$ cat config.mk
export PLATFORM = sky130hd
export DESIGN_NAME = hbr_register_bank
export DESIGN_NICKNAME = d
export VERILOG_FILES = /design/src/hbr_pkg.sv /design/src/hbr_eeprom_loader.sv /design/src/hbr_register_bank.sv
export VERILOG_INCLUDE_DIRS = /design/src /design/src/src
export SDC_FILE = /design/constraint.sdc
export NUM_CORES = 1
export LEC_CHECK = 0
export ABC_AREA = 1
export CORE_ASPECT_RATIO = 1.2
export CORE_MARGIN = 5
export CORE_UTILIZATION = 60
export CTS_CLUSTER_DIAMETER = 60
export DETAILED_ROUTE_END_ITERATION = 16
export DONT_BUFFER_PORTS = 1
export GPL_TIMING_DRIVEN = 0
export HOLD_SLACK_MARGIN = 0.08
export PLACE_DENSITY = 0.86
export SYNTH_ARGS = -nofsm -noshare
export SYNTH_HDL_FRONTEND = slang
export SYNTH_SLANG_ARGS = --single-unit
$ cat constraint.sdc
create_clock -name sys_clk_i -period 6 [get_ports sys_clk_i]
set_clock_uncertainty 0.1 [all_clocks]
set_input_delay 0.6 -clock sys_clk_i [delete_from_list [all_inputs] [get_ports sys_clk_i]]
set_output_delay 0.6 -clock sys_clk_i [all_outputs]
set_load 0.05 [all_outputs]
$ cat src/hbr_defines.svh
/*
 * constants of the host bus register bank: offsets, field positions,
 * reset values and eeprom word numbers.
 * assumes it is included by bare name after the package is known.
 */
`ifndef HBR_DEFINES_SVH
`define HBR_DEFINES_SVH

// byte offsets inside a bank
`define HBR_OFF_BASE 4'h0
`define HBR_OFF_WMARK 4'h4
`define HBR_OFF_BUSERR 4'h6
`define HBR_OFF_BURST 4'h8
`define HBR_OFF_DWORD_C 4'hC
`define HBR_OFF_BANKPTR 4'hE
`define HBR_OFF_MAC_LOW 4'h0
`define HBR_OFF_MAC_MID 4'h2
`define HBR_OFF_MAC_HIGH 4'h4

// bank numbers
`define HBR_BANK_CFG 6'h00
`define HBR_BANK_MAC 6'h02

// field positions
`define HBR_BANK_MSB 5
`define HBR_BASE_UP_MSB 15
`define HBR_BASE_UP_LSB 8
`define HBR_BASE_LO_MSB 7
`define HBR_BASE_LO_LSB 5
`define HBR_WMARK_BIT 12
`define HBR_ERR_FLAG_BIT 15
`define HBR_ERR_VAL_MSB 14
`define HBR_ERR_VAL_LSB 11
`define HBR_MIXED_BIT 10
`define HBR_BURST_MSB 14
`define HBR_BURST_LSB 12

// reset values
`define HBR_BANK_RST 6'h00
`define HBR_BASE_UP_RST 8'h03
`define HBR_BASE_LO_RST 3'h0
`define HBR_WMARK_RST 1'b0
`define HBR_BURST_RST 3'h0
`define HBR_MAC_RST 16'h0000

// eeprom word numbers
`define HBR_EE_BASE_WORD 8'h00
`define HBR_EE_MAC_LAST 8'h03

// cycles the synchronised strap settles before it is trusted
`define HBR_STRAP_SETTLE 2'd2

`endif

$ cat src/hbr_pkg.sv
/*
 * types of the host bus register bank.
 * assumes nothing of its surroundings.
 */
package hbr_pkg;

	typedef enum logic [2:0] {
		HBR_LD_IDLE = 3'b001,
		HBR_LD_ISSUE = 3'b010,
		HBR_LD_DONE = 3'b100
	} hbr_ld_state_t;

	typedef struct packed {
		hbr_ld_state_t state;
		logic [7:0] word;
		logic req;
		logic wr;
		logic [1:0] wr_idx;
		logic [15:0] wr_data;
		logic busy;
	} hbr_ld_regs_t;

	typedef struct packed {
		logic strap_meta;
		logic strap_sync;
		logic [1:0] settle;
		logic started;
		logic [5:0] bank;
		logic [7:0] base_up;
		logic [2:0] base_lo;
		logic wmark;
		logic err_flag;
		logic [3:0] err_val;
		logic mixed;
		logic [2:0] burst;
		logic [2:0][15:0] mac;
		logic [31:0] rdata;
		logic ack;
	} hbr_regs_t;

endpackage

$ cat src/hbr_eeprom_loader.sv
/*
 * walks eeprom words 0 to 3 once after reset, only when the strap is high,
 * and hands each word to the register bank as a one-cycle write.
 * assumes a serial eeprom engine on the same clock that answers a held
 * request with a one-cycle ack carrying the word.
 */
`timescale 1ns/1ns
`default_nettype none
`include "hbr_defines.svh"

module hbr_eeprom_loader
(
	// clock and reset
	input wire logic sys_clk_i,
	input wire logic sys_rst_i,
	// control from the bank
	input wire logic start_i,
	input wire logic strap_i,
	// eeprom engine
	output logic ee_req_o,
	output logic [7:0] ee_word_o,
	input wire logic ee_ack_i,
	input wire logic [15:0] ee_data_i,
	// write toward the bank
	output logic ld_wr_o,
	output logic [1:0] ld_idx_o,
	output logic [15:0] ld_data_o,
	output logic ld_busy_o
);
	import hbr_pkg::*;

	hbr_ld_regs_t q;
	hbr_ld_regs_t nxt_q;

	////////////////////////////////////////////////////////////////////
	always_comb
	begin
		nxt_q = q;
		nxt_q.wr = 1'b0;
		case (q.state)
			HBR_LD_IDLE:
			begin
				// no eeprom fitted: nothing is loaded at all
				if (start_i && strap_i)
				begin
					nxt_q.state = HBR_LD_ISSUE;
					nxt_q.word = `HBR_EE_BASE_WORD;
					nxt_q.req = 1'b1;
					nxt_q.busy = 1'b1;
				end
				else if (start_i)
				begin
					nxt_q.state = HBR_LD_DONE;
				end
			end
			HBR_LD_ISSUE:
			begin
				if (ee_ack_i)
				begin
					nxt_q.wr = 1'b1;
					nxt_q.wr_idx = q.word[1:0];
					nxt_q.wr_data = ee_data_i;
					// consecutive words 1..3 follow the base word
					if (q.word == `HBR_EE_MAC_LAST)
					begin
						// busy drops in done, once the last word has landed
						nxt_q.state = HBR_LD_DONE;
						nxt_q.req = 1'b0;
					end
					else
					begin
						nxt_q.word = q.word + 8'h01;
					end
				end
			end
			HBR_LD_DONE:
			begin
				nxt_q.busy = 1'b0;
			end
			default:
			begin
				nxt_q.state = HBR_LD_DONE;
				nxt_q.req = 1'b0;
				nxt_q.busy = 1'b0;
			end
		endcase
	end

	always_ff @(posedge sys_clk_i or posedge sys_rst_i)
	begin
		if (sys_rst_i)
		begin
			q.state <= HBR_LD_IDLE;
			q.word <= 8'h00;
			q.req <= 1'b0;
			q.wr <= 1'b0;
			q.wr_idx <= 2'h0;
			q.wr_data <= 16'h0000;
			q.busy <= 1'b0;
		end
		else
		begin
			q <= nxt_q;
		end
	end

	assign ee_req_o = q.req;
	assign ee_word_o = q.word;
	assign ld_wr_o = q.wr;
	assign ld_idx_o = q.wr_idx;
	assign ld_data_o = q.wr_data;
	assign ld_busy_o = q.busy;

endmodule

`default_nettype wire

$ cat src/hbr_register_bank.sv
/*
 * host bus register bank: base address decode, bank pointer, bank 0
 * configuration and error registers, bank 2 host station address, and
 * eeprom load of base and station address after reset.
 * assumes a host bus front end on sys_clk_i that presents one access per
 * one-cycle host_req_i with a 32-bit aligned word address and byte enables.
 */
// Notes on behaviour
// - write-one-to-clear bits clear on a one, keep on a zero
// - six-bit bank pointer, reset zero, picks one of 64 banks
// - bank pointer decoded at offset 0x0E in every bank
// - pointer reachable as dword at 0xC, word or byte at 0xE
// - dword write at 0xC only changes the pointer at 0xE
// - device selected when address 15:8 and 7:5 match base address
// - strap high: base address loaded from eeprom word 0 after reset
// - strap low: base address resets to 0x0300, low bits read zero
// - host writes change base register only, never the eeprom
// - watermark bit 12: zero selects 3 KB, one selects 2 KB
// - illegal byte enables set flag 15, record enables in 14-11
// - recorded enables valid only while flag set; flag is write-one-clear
// - simultaneous sync and async transfers set bit 10, write-one-clear
// - burst field 14-12: 000 single, 011 four, 101 eight, 111 sixteen
// - bank 1 holds nothing but the bank pointer
// - station address loaded from eeprom words 1 through 3 after reset
// - low, middle, high words hold bytes 2-1, 4-3, 6-5
// - host writes to station address never touch the eeprom
// - without eeprom the station address is left for software
`timescale 1ns/1ns
`default_nettype none
`include "hbr_defines.svh"

module hbr_register_bank
(
	// clock and reset
	input wire logic sys_clk_i,
	input wire logic sys_rst_i,
	// strap pin
	input wire logic eeprom_enable_strap_i,
	// host access
	input wire logic host_req_i,
	input wire logic host_wr_i,
	input wire logic [15:0] host_addr_i,
	input wire logic [3:0] host_be_i,
	input wire logic [31:0] host_wdata_i,
	input wire logic host_mixed_xfer_i,
	output logic host_ack_o,
	output logic [31:0] host_rdata_o,
	// eeprom word engine
	output logic ee_req_o,
	output logic [7:0] ee_word_o,
	input wire logic ee_ack_i,
	input wire logic [15:0] ee_data_i,
	// configuration toward the rest of the device
	output logic [5:0] bank_pointer_o,
	output logic rx_wmark_2k_o,
	output logic [2:0] burst_size_o,
	output logic [47:0] host_station_addr_o,
	output logic eeprom_load_busy_o
);
	import hbr_pkg::*;

	hbr_regs_t q;
	hbr_regs_t nxt_q;

	logic ld_wr;
	logic [1:0] ld_idx;
	logic [15:0] ld_data;
	logic ld_start;
	logic selected;
	logic be_legal;
	logic [15:0] rd_lo;
	logic [15:0] rd_hi;

	////////////////////////////////////////////////////////////////////
	// eeprom load sequencer

	assign ld_start = (q.settle == `HBR_STRAP_SETTLE) && !q.started;

	hbr_eeprom_loader u_loader
	(
		.sys_clk_i(sys_clk_i),
		.sys_rst_i(sys_rst_i),
		.start_i(ld_start),
		.strap_i(q.strap_sync),
		.ee_req_o(ee_req_o),
		.ee_word_o(ee_word_o),
		.ee_ack_i(ee_ack_i),
		.ee_data_i(ee_data_i),
		.ld_wr_o(ld_wr),
		.ld_idx_o(ld_idx),
		.ld_data_o(ld_data),
		.ld_busy_o(eeprom_load_busy_o)
	);

	////////////////////////////////////////////////////////////////////
	// decode

	assign selected = host_req_i
		&& (host_addr_i[15:8] == q.base_up)
		&& (host_addr_i[7:5] == q.base_lo);

	// byte, aligned word and dword are the only legal shapes
	always_comb
	begin
		case (host_be_i)
			4'b0001, 4'b0010, 4'b0100, 4'b1000,
			4'b0011, 4'b1100, 4'b1111: be_legal = 1'b1;
			default: be_legal = 1'b0;
		endcase
	end

	function automatic logic [15:0] read_half(input hbr_regs_t r,
		input logic [3:0] off);
		logic [15:0] v;
		v = 16'h0000;
		if (off == `HBR_OFF_BANKPTR)
		begin
			v[`HBR_BANK_MSB:0] = r.bank;
		end
		else if (r.bank == `HBR_BANK_CFG)
		begin
			case (off)
				`HBR_OFF_BASE:
				begin
					v[`HBR_BASE_UP_MSB:`HBR_BASE_UP_LSB] = r.base_up;
					v[`HBR_BASE_LO_MSB:`HBR_BASE_LO_LSB] = r.base_lo;
				end
				`HBR_OFF_WMARK: v[`HBR_WMARK_BIT] = r.wmark;
				`HBR_OFF_BUSERR:
				begin
					v[`HBR_ERR_FLAG_BIT] = r.err_flag;
					v[`HBR_ERR_VAL_MSB:`HBR_ERR_VAL_LSB] = r.err_val;
					v[`HBR_MIXED_BIT] = r.mixed;
				end
				`HBR_OFF_BURST: v[`HBR_BURST_MSB:`HBR_BURST_LSB] = r.burst;
				default: v = 16'h0000;
			endcase
		end
		else if (r.bank == `HBR_BANK_MAC)
		begin
			case (off)
				`HBR_OFF_MAC_LOW: v = r.mac[0];
				`HBR_OFF_MAC_MID: v = r.mac[1];
				`HBR_OFF_MAC_HIGH: v = r.mac[2];
				default: v = 16'h0000;
			endcase
		end
		return v;
	endfunction

	assign rd_lo = read_half(q, {host_addr_i[3:2], 2'b00});
	assign rd_hi = read_half(q, {host_addr_i[3:2], 2'b10});

	////////////////////////////////////////////////////////////////////
	// next state

	always_comb
	begin
		logic [3:0] off;
		logic [1:0] m;
		logic [15:0] d;
		off = 4'h0;
		m = 2'b00;
		d = 16'h0000;
		nxt_q = q;
		nxt_q.ack = 1'b0;

		// strap is a pin: two flops before anything looks at it
		nxt_q.strap_meta = eeprom_enable_strap_i;
		nxt_q.strap_sync = q.strap_meta;
		if (q.settle != `HBR_STRAP_SETTLE)
		begin
			nxt_q.settle = q.settle + 2'd1;
		end
		if (ld_start)
		begin
			nxt_q.started = 1'b1;
		end

		if (selected)
		begin
			nxt_q.ack = 1'b1;
			nxt_q.rdata = 32'h0000_0000;
			if (be_legal && !host_wr_i)
			begin
				nxt_q.rdata = {rd_hi, rd_lo};
			end
		end

		// host writes land in on-chip state only; nothing goes to eeprom
		if (selected && be_legal && host_wr_i)
		begin
			for (int h = 0; h < 2; h++)
			begin
				off = {host_addr_i[3:2], h[0], 1'b0};
				m = host_be_i[2 * h +: 2];
				d = host_wdata_i[16 * h +: 16];
				// offset 0xC of a dword write falls through here
				if (off == `HBR_OFF_BANKPTR)
				begin
					if (m[0])
					begin
						nxt_q.bank = d[`HBR_BANK_MSB:0];
					end
				end
				else if (q.bank == `HBR_BANK_CFG)
				begin
					case (off)
						`HBR_OFF_BASE:
						begin
							if (m[1])
							begin
								nxt_q.base_up = d[15:8];
							end
							if (m[0])
							begin
								nxt_q.base_lo = d[7:5];
							end
						end
						`HBR_OFF_WMARK:
						begin
							if (m[1])
							begin
								nxt_q.wmark = d[`HBR_WMARK_BIT];
							end
						end
						`HBR_OFF_BUSERR:
						begin
							if (m[1] && d[`HBR_ERR_FLAG_BIT])
							begin
								nxt_q.err_flag = 1'b0;
							end
							if (m[1] && d[`HBR_MIXED_BIT])
							begin
								nxt_q.mixed = 1'b0;
							end
						end
						`HBR_OFF_BURST:
						begin
							if (m[1])
							begin
								nxt_q.burst = d[14:12];
							end
						end
						default:
						begin
							nxt_q.bank = nxt_q.bank;
						end
					endcase
				end
				else if (q.bank == `HBR_BANK_MAC)
				begin
					for (int k = 0; k < 3; k++)
					begin
						if (off == 4'(2 * k))
						begin
							if (m[0])
							begin
								nxt_q.mac[k][7:0] = d[7:0];
							end
							if (m[1])
							begin
								nxt_q.mac[k][15:8] = d[15:8];
							end
						end
					end
				end
				// any other bank, bank 1 included, has no storage
			end
		end

		// error sets come after clears so a same-cycle event wins
		if (selected && !be_legal)
		begin
			nxt_q.err_flag = 1'b1;
			if (!q.err_flag)
			begin
				nxt_q.err_val = host_be_i;
			end
		end
		if (host_mixed_xfer_i)
		begin
			nxt_q.mixed = 1'b1;
		end

		// eeprom load overrides a host write landing in the same cycle
		if (ld_wr)
		begin
			if (ld_idx == 2'd0)
			begin
				nxt_q.base_up = ld_data[15:8];
				nxt_q.base_lo = ld_data[7:5];
			end
			else
			begin
				nxt_q.mac[ld_idx - 2'd1] = ld_data;
			end
		end
	end

	////////////////////////////////////////////////////////////////////
	// state register

	always_ff @(posedge sys_clk_i or posedge sys_rst_i)
	begin
		if (sys_rst_i)
		begin
			q.strap_meta <= 1'b0;
			q.strap_sync <= 1'b0;
			q.settle <= 2'd0;
			q.started <= 1'b0;
			q.bank <= `HBR_BANK_RST;
			q.base_up <= `HBR_BASE_UP_RST;
			q.base_lo <= `HBR_BASE_LO_RST;
			q.wmark <= `HBR_WMARK_RST;
			q.err_flag <= 1'b0;
			q.err_val <= 4'h0;
			q.mixed <= 1'b0;
			q.burst <= `HBR_BURST_RST;
			q.mac <= {3{`HBR_MAC_RST}};
			q.rdata <= 32'h0000_0000;
			q.ack <= 1'b0;
		end
		else
		begin
			q <= nxt_q;
		end
	end

	////////////////////////////////////////////////////////////////////
	// outputs

	assign host_ack_o = q.ack;
	assign host_rdata_o = q.rdata;
	assign bank_pointer_o = q.bank;
	assign rx_wmark_2k_o = q.wmark;
	assign burst_size_o = q.burst;
	assign host_station_addr_o = {q.mac[2], q.mac[1], q.mac[0]};

endmodule

`default_nettype wire

==> results.yml <==
sta:
  grt_setup_unrepaired: "no"
  fmaxAchievable_mhz: 416.8
  final_min_period_over_clock_period_pct: 39.98
  finalWorstPathRequiredPeriod_ns: 2.399
  hold_slack_ns: 0.09662
  worst_slew_pin_slew_ns: 0.6399
  timing_hold_violations_final: 0
  worst_slew_margin_rel_pct: 57.25
  number_of_failing_setup_endpoints_in_the_final_timing_report: 0
  maxSlewViolCount: 0
  postLayoutSetupSlackWorst_ns: 3.601
grt:
  grt_util_all_layers_pct: 29.41
  initial_antenna_violation_count: 0
  largest_net_degree_at_the_start_of_global_routing: 86
  grt_first_pass_wirelength_um: 36140
  first_global_vias: 7109
  overflow: 0
critical_path:
  critical_path_peak_fanout: 10
  worstSetupStartpointType: "flip-flop"
  cp_common_cell: "sky130_fd_sc_hd__nand2_1"
  path_buf_inv: 3
  required_time_at_the_endpoint_of_the_critical_path_ns: 6.22
  max_stage_delay_ns: 0.54
  category_of_cells_accounting_for_the_largest_share_of_critical_path_delay: "simple AND/OR/NAND/NOR gates"
  crit_path_end_kind: "flip-flop"
  internal_reg_to_reg_setup_slack_ns: 3.60
  critPathSlowestCell: "sky130_fd_sc_hd__dfstp_2"
  timing.setup.critical_path_class: "flip-flop to flip-flop"
  critPathArrivalTime_ns: 2.62
  worstPathCellList: "inv_1 > nand2_1 > nand2_1 > nor2_1 > nand2_1 > nor2_4 > nand4_1 > clkbuf_1 > o21ai_0 > nand3_1 > nand2_1 > inv_1"
synthesis:
  yosysWarningCount: 0
  ys_seq_elements: 145
  syn_area_per_cell_um2: 7.624
  netlist_top_cells_area: "sky130_fd_sc_hd__dfrtp_1 43%, sky130_fd_sc_hd__nand2_1 11%, sky130_fd_sc_hd__buf_4 9.5%"
  synth_nets: 1151
  synthDistinctLibCells: 41
  most_frequently_used_cell_type_in_the_post_synthesis_netlist: "sky130_fd_sc_hd__nand2_1"
  ys.flop_type: "sky130_fd_sc_hd__dfrtp_1"
  synthesis.instances: 1074
  synth_edf_count: 0
  seq_area_frac_synth_pct: 44.36
  netlist.area_leader.share_pct: 43.40
  synth_top_cell_by_area: "sky130_fd_sc_hd__dfrtp_1"
  ys_async_sr_fraction_pct: 100.0
  synth_area_mm2: 0.008188
  synth_commonest_cells: "248 x sky130_fd_sc_hd__nand2_1, 142 x sky130_fd_sc_hd__dfrtp_1, 140 x sky130_fd_sc_hd__inv_1"
pwr:
  power.total_mw: 2.272
  share_seq_of_total_power_pct: 45.4
  cell_internal_pwr_mw: 1.660
  power.share.clock_pct: 45.7
  p_sw_mw: 0.6125
  share_comb_of_total_power_pct: 8.9
  p_leak_nw: 4.676
  ir_drop_uv: 153.3
  power.share.switching_pct: 26.95
  cellPowerDensity_mw_per_mm2: 251.9
status:
  run_status: "finished, final reports clean"
detailed_routing:
  detail_route.iter0.violations: 807
  route.antenna.remaining_nets: 0
  drt_first_pass_iters: 6
  post-route-drc-count: 0
  totalWireLength_um: 23030
  vias_per_cell: 5.713
  wire_per_inst_um: 18.05
  dr_total_vias: 7290
die:
  die_width_um: 116.6
  core-area_mm2: 0.01330
  num_io_pins: 176
  row_count: 46
  floorplan.initialDensity_pct: 61.58
  die_height_um: 138.0
  design.die.area_mm2: 0.01609
cells_and_area:
  design_area_mm2: 0.009020
  insertedDiodeCount: 0
  num-fill-cells: 1105
  finalCoreUtilization_pct: 67.84
  layout.nets: 1172
  layout-area-overhead-vs-synth_pct: 10.16
  sequential_cell_area_mm2: 0.003632
  footprint_of_the_multi_input_gates_mm2: 0.003093
  drive_gt1_share_pct: 15.52
clocking:
  clkLatencyLatePin_ns: 0.43
  tritoncts.num_buffers: 17
  ctsRootBufferMaster: "sky130_fd_sc_hd__clkbuf_16"
  clock_tree_from_tritoncts: "yes"
  cts_max_level: 4
  clk_transition_reported_paths_ns: 0.06
  clk_buf_depth: 2
  clock_sink_count: 145
  cts_resized: 0
place:
  place_worst_setup_slack_ns: 3.536
  dp_hpwl_um: 17780
  gp_routability_congestion: 0.9494
  io_buffer_count: 0
  detailed_place.area_mm2: 0.008431
worst_hold_path:
  hold_class: "input port to flip-flop"
flow_run:
  maxCapViolations: 0
[metal layers]
metal | global-route usage (%) | wire, um | up-vias
met5 | 0 | 0 | -
met4 | 13.83 | 1151 | 0
met3 | 8.861 | 2560 | 102
met2 | 48.82 | 11190 | 412
met1 | 34.94 | 8131 | 3367
li1 | - | - | 3409
[sequential cells by signal, summed over array words and instances (netlist names), named ones only]
signal and cells:
host_station_addr_o 48, host_rdata_o 32, q 21, u_loader.ld_data_o 16
u_loader.ee_word_o 8, bank_pointer_o 6, u_loader.q 3, u_loader.ld_idx_o 2
host_ack_o 1, nxt_q 1, u_loader.ee_req_o 1, u_loader.ld_busy_o 1
u_loader.ld_wr_o 1
[worst register-to-register path, stage by stage, from the launching register on]
cell	delay (ns)
sky130_fd_sc_hd__dfstp_2	0.54
sky130_fd_sc_hd__inv_1	0.06
sky130_fd_sc_hd__nand2_1	0.05
sky130_fd_sc_hd__nand2_1	0.05
sky130_fd_sc_hd__nor2_1	0.09
sky130_fd_sc_hd__nand2_1	0.10
sky130_fd_sc_hd__nor2_4	0.22
sky130_fd_sc_hd__nand4_1	0.28
sky130_fd_sc_hd__clkbuf_1	0.35
sky130_fd_sc_hd__o21ai_0	0.25
sky130_fd_sc_hd__nand3_1	0.09
sky130_fd_sc_hd__nand2_1	0.07
sky130_fd_sc_hd__inv_1	0.04
[power groups by stage]
stage	clock network (mW)	logic (mW)	registers, mW
2_1_floorplan	0	0.170	1.04
3_3_place_gp	0	0.194	1.05
3_5_place_dp	0	0.201	1.05
4_1_cts	1.04	0.203	1.03
5_1_grt	1.09	0.220	1.03
6_report	1.04	0.202	1.03
[repair_timing]
action	in CTS	in global routing
endpoints found under the hold margin	57	0
setup buffers	0	0
hold buffers	1	0
[area by class of cell]
type	count	area share, %
Buffer	135	10.18
Clock buffer	20	5.063
Clock inverter	12	1.359
Inverter	145	6.090
Multi-Input combinational cell	649	34.29
Sequential cell	145	40.27
Tap cell	168	2.330
Timing Repair Buffer	2	0.4161
[metrics by stage]
step           TNS (ns)  cells
2_1_floorplan         0   1074
3_3_place_gp     -12.40   1242
6_report              0   1276
5_1_grt               0   1276
3_5_place_dp          0   1243
4_1_cts               0   1276
[kinds of logic after synthesis]
group / count (synthesis) / synth area share (%)
and+or+nand+nor: 468 / 25.34
xor gates and xnor gates: 5 / 0.5349
AOI/OAI and AO/OA: 174 / 11.60
DFF: 145 / 44.36
buffers and inverters: 280 / 17.86
adders and majority gates: 2 / 0.3056
[cell usage in the layout, fill, tap and decap left out, types with 6 or more instances in the layout]
master and count:
sky130_fd_sc_hd__inv_1 139, sky130_fd_sc_hd__a21oi_1 39, sky130_fd_sc_hd__nor2_2 8, sky130_fd_sc_hd__o21ai_1 7, sky130_fd_sc_hd__clkbuf_1 24, sky130_fd_sc_hd__nand3_1 132, sky130_fd_sc_hd__nor2_1 51, sky130_fd_sc_hd__a31oi_1 7
sky130_fd_sc_hd__nand4_1 8, sky130_fd_sc_hd__buf_4 104, sky130_fd_sc_hd__nand2_1 248, sky130_fd_sc_hd__dfrtp_1 142, sky130_fd_sc_hd__o21ai_0 94, sky130_fd_sc_hd__inv_6 6, sky130_fd_sc_hd__clkbuf_16 17, sky130_fd_sc_hd__a22oi_1 18
[path summary, 6_finish.rpt]
kind / depth (start not counted) / to / from
worst max-delay path: 12 / host_station_addr_o[31] / q[94]
worst min-delay path: 0 / nxt_q[111] / eeprom_enable_strap_i
worst max register to register: 12 / host_station_addr_o[31] / q[94]
worst min register to register: 0 / q[111] / nxt_q[111]
max in group asynchronous: 3 / asynchronous set/reset pin / sys_rst_i
min in group asynchronous: 2 / u_loader.ee_word_o[3] / sys_rst_i
Power figures use the tool's default switching activity.
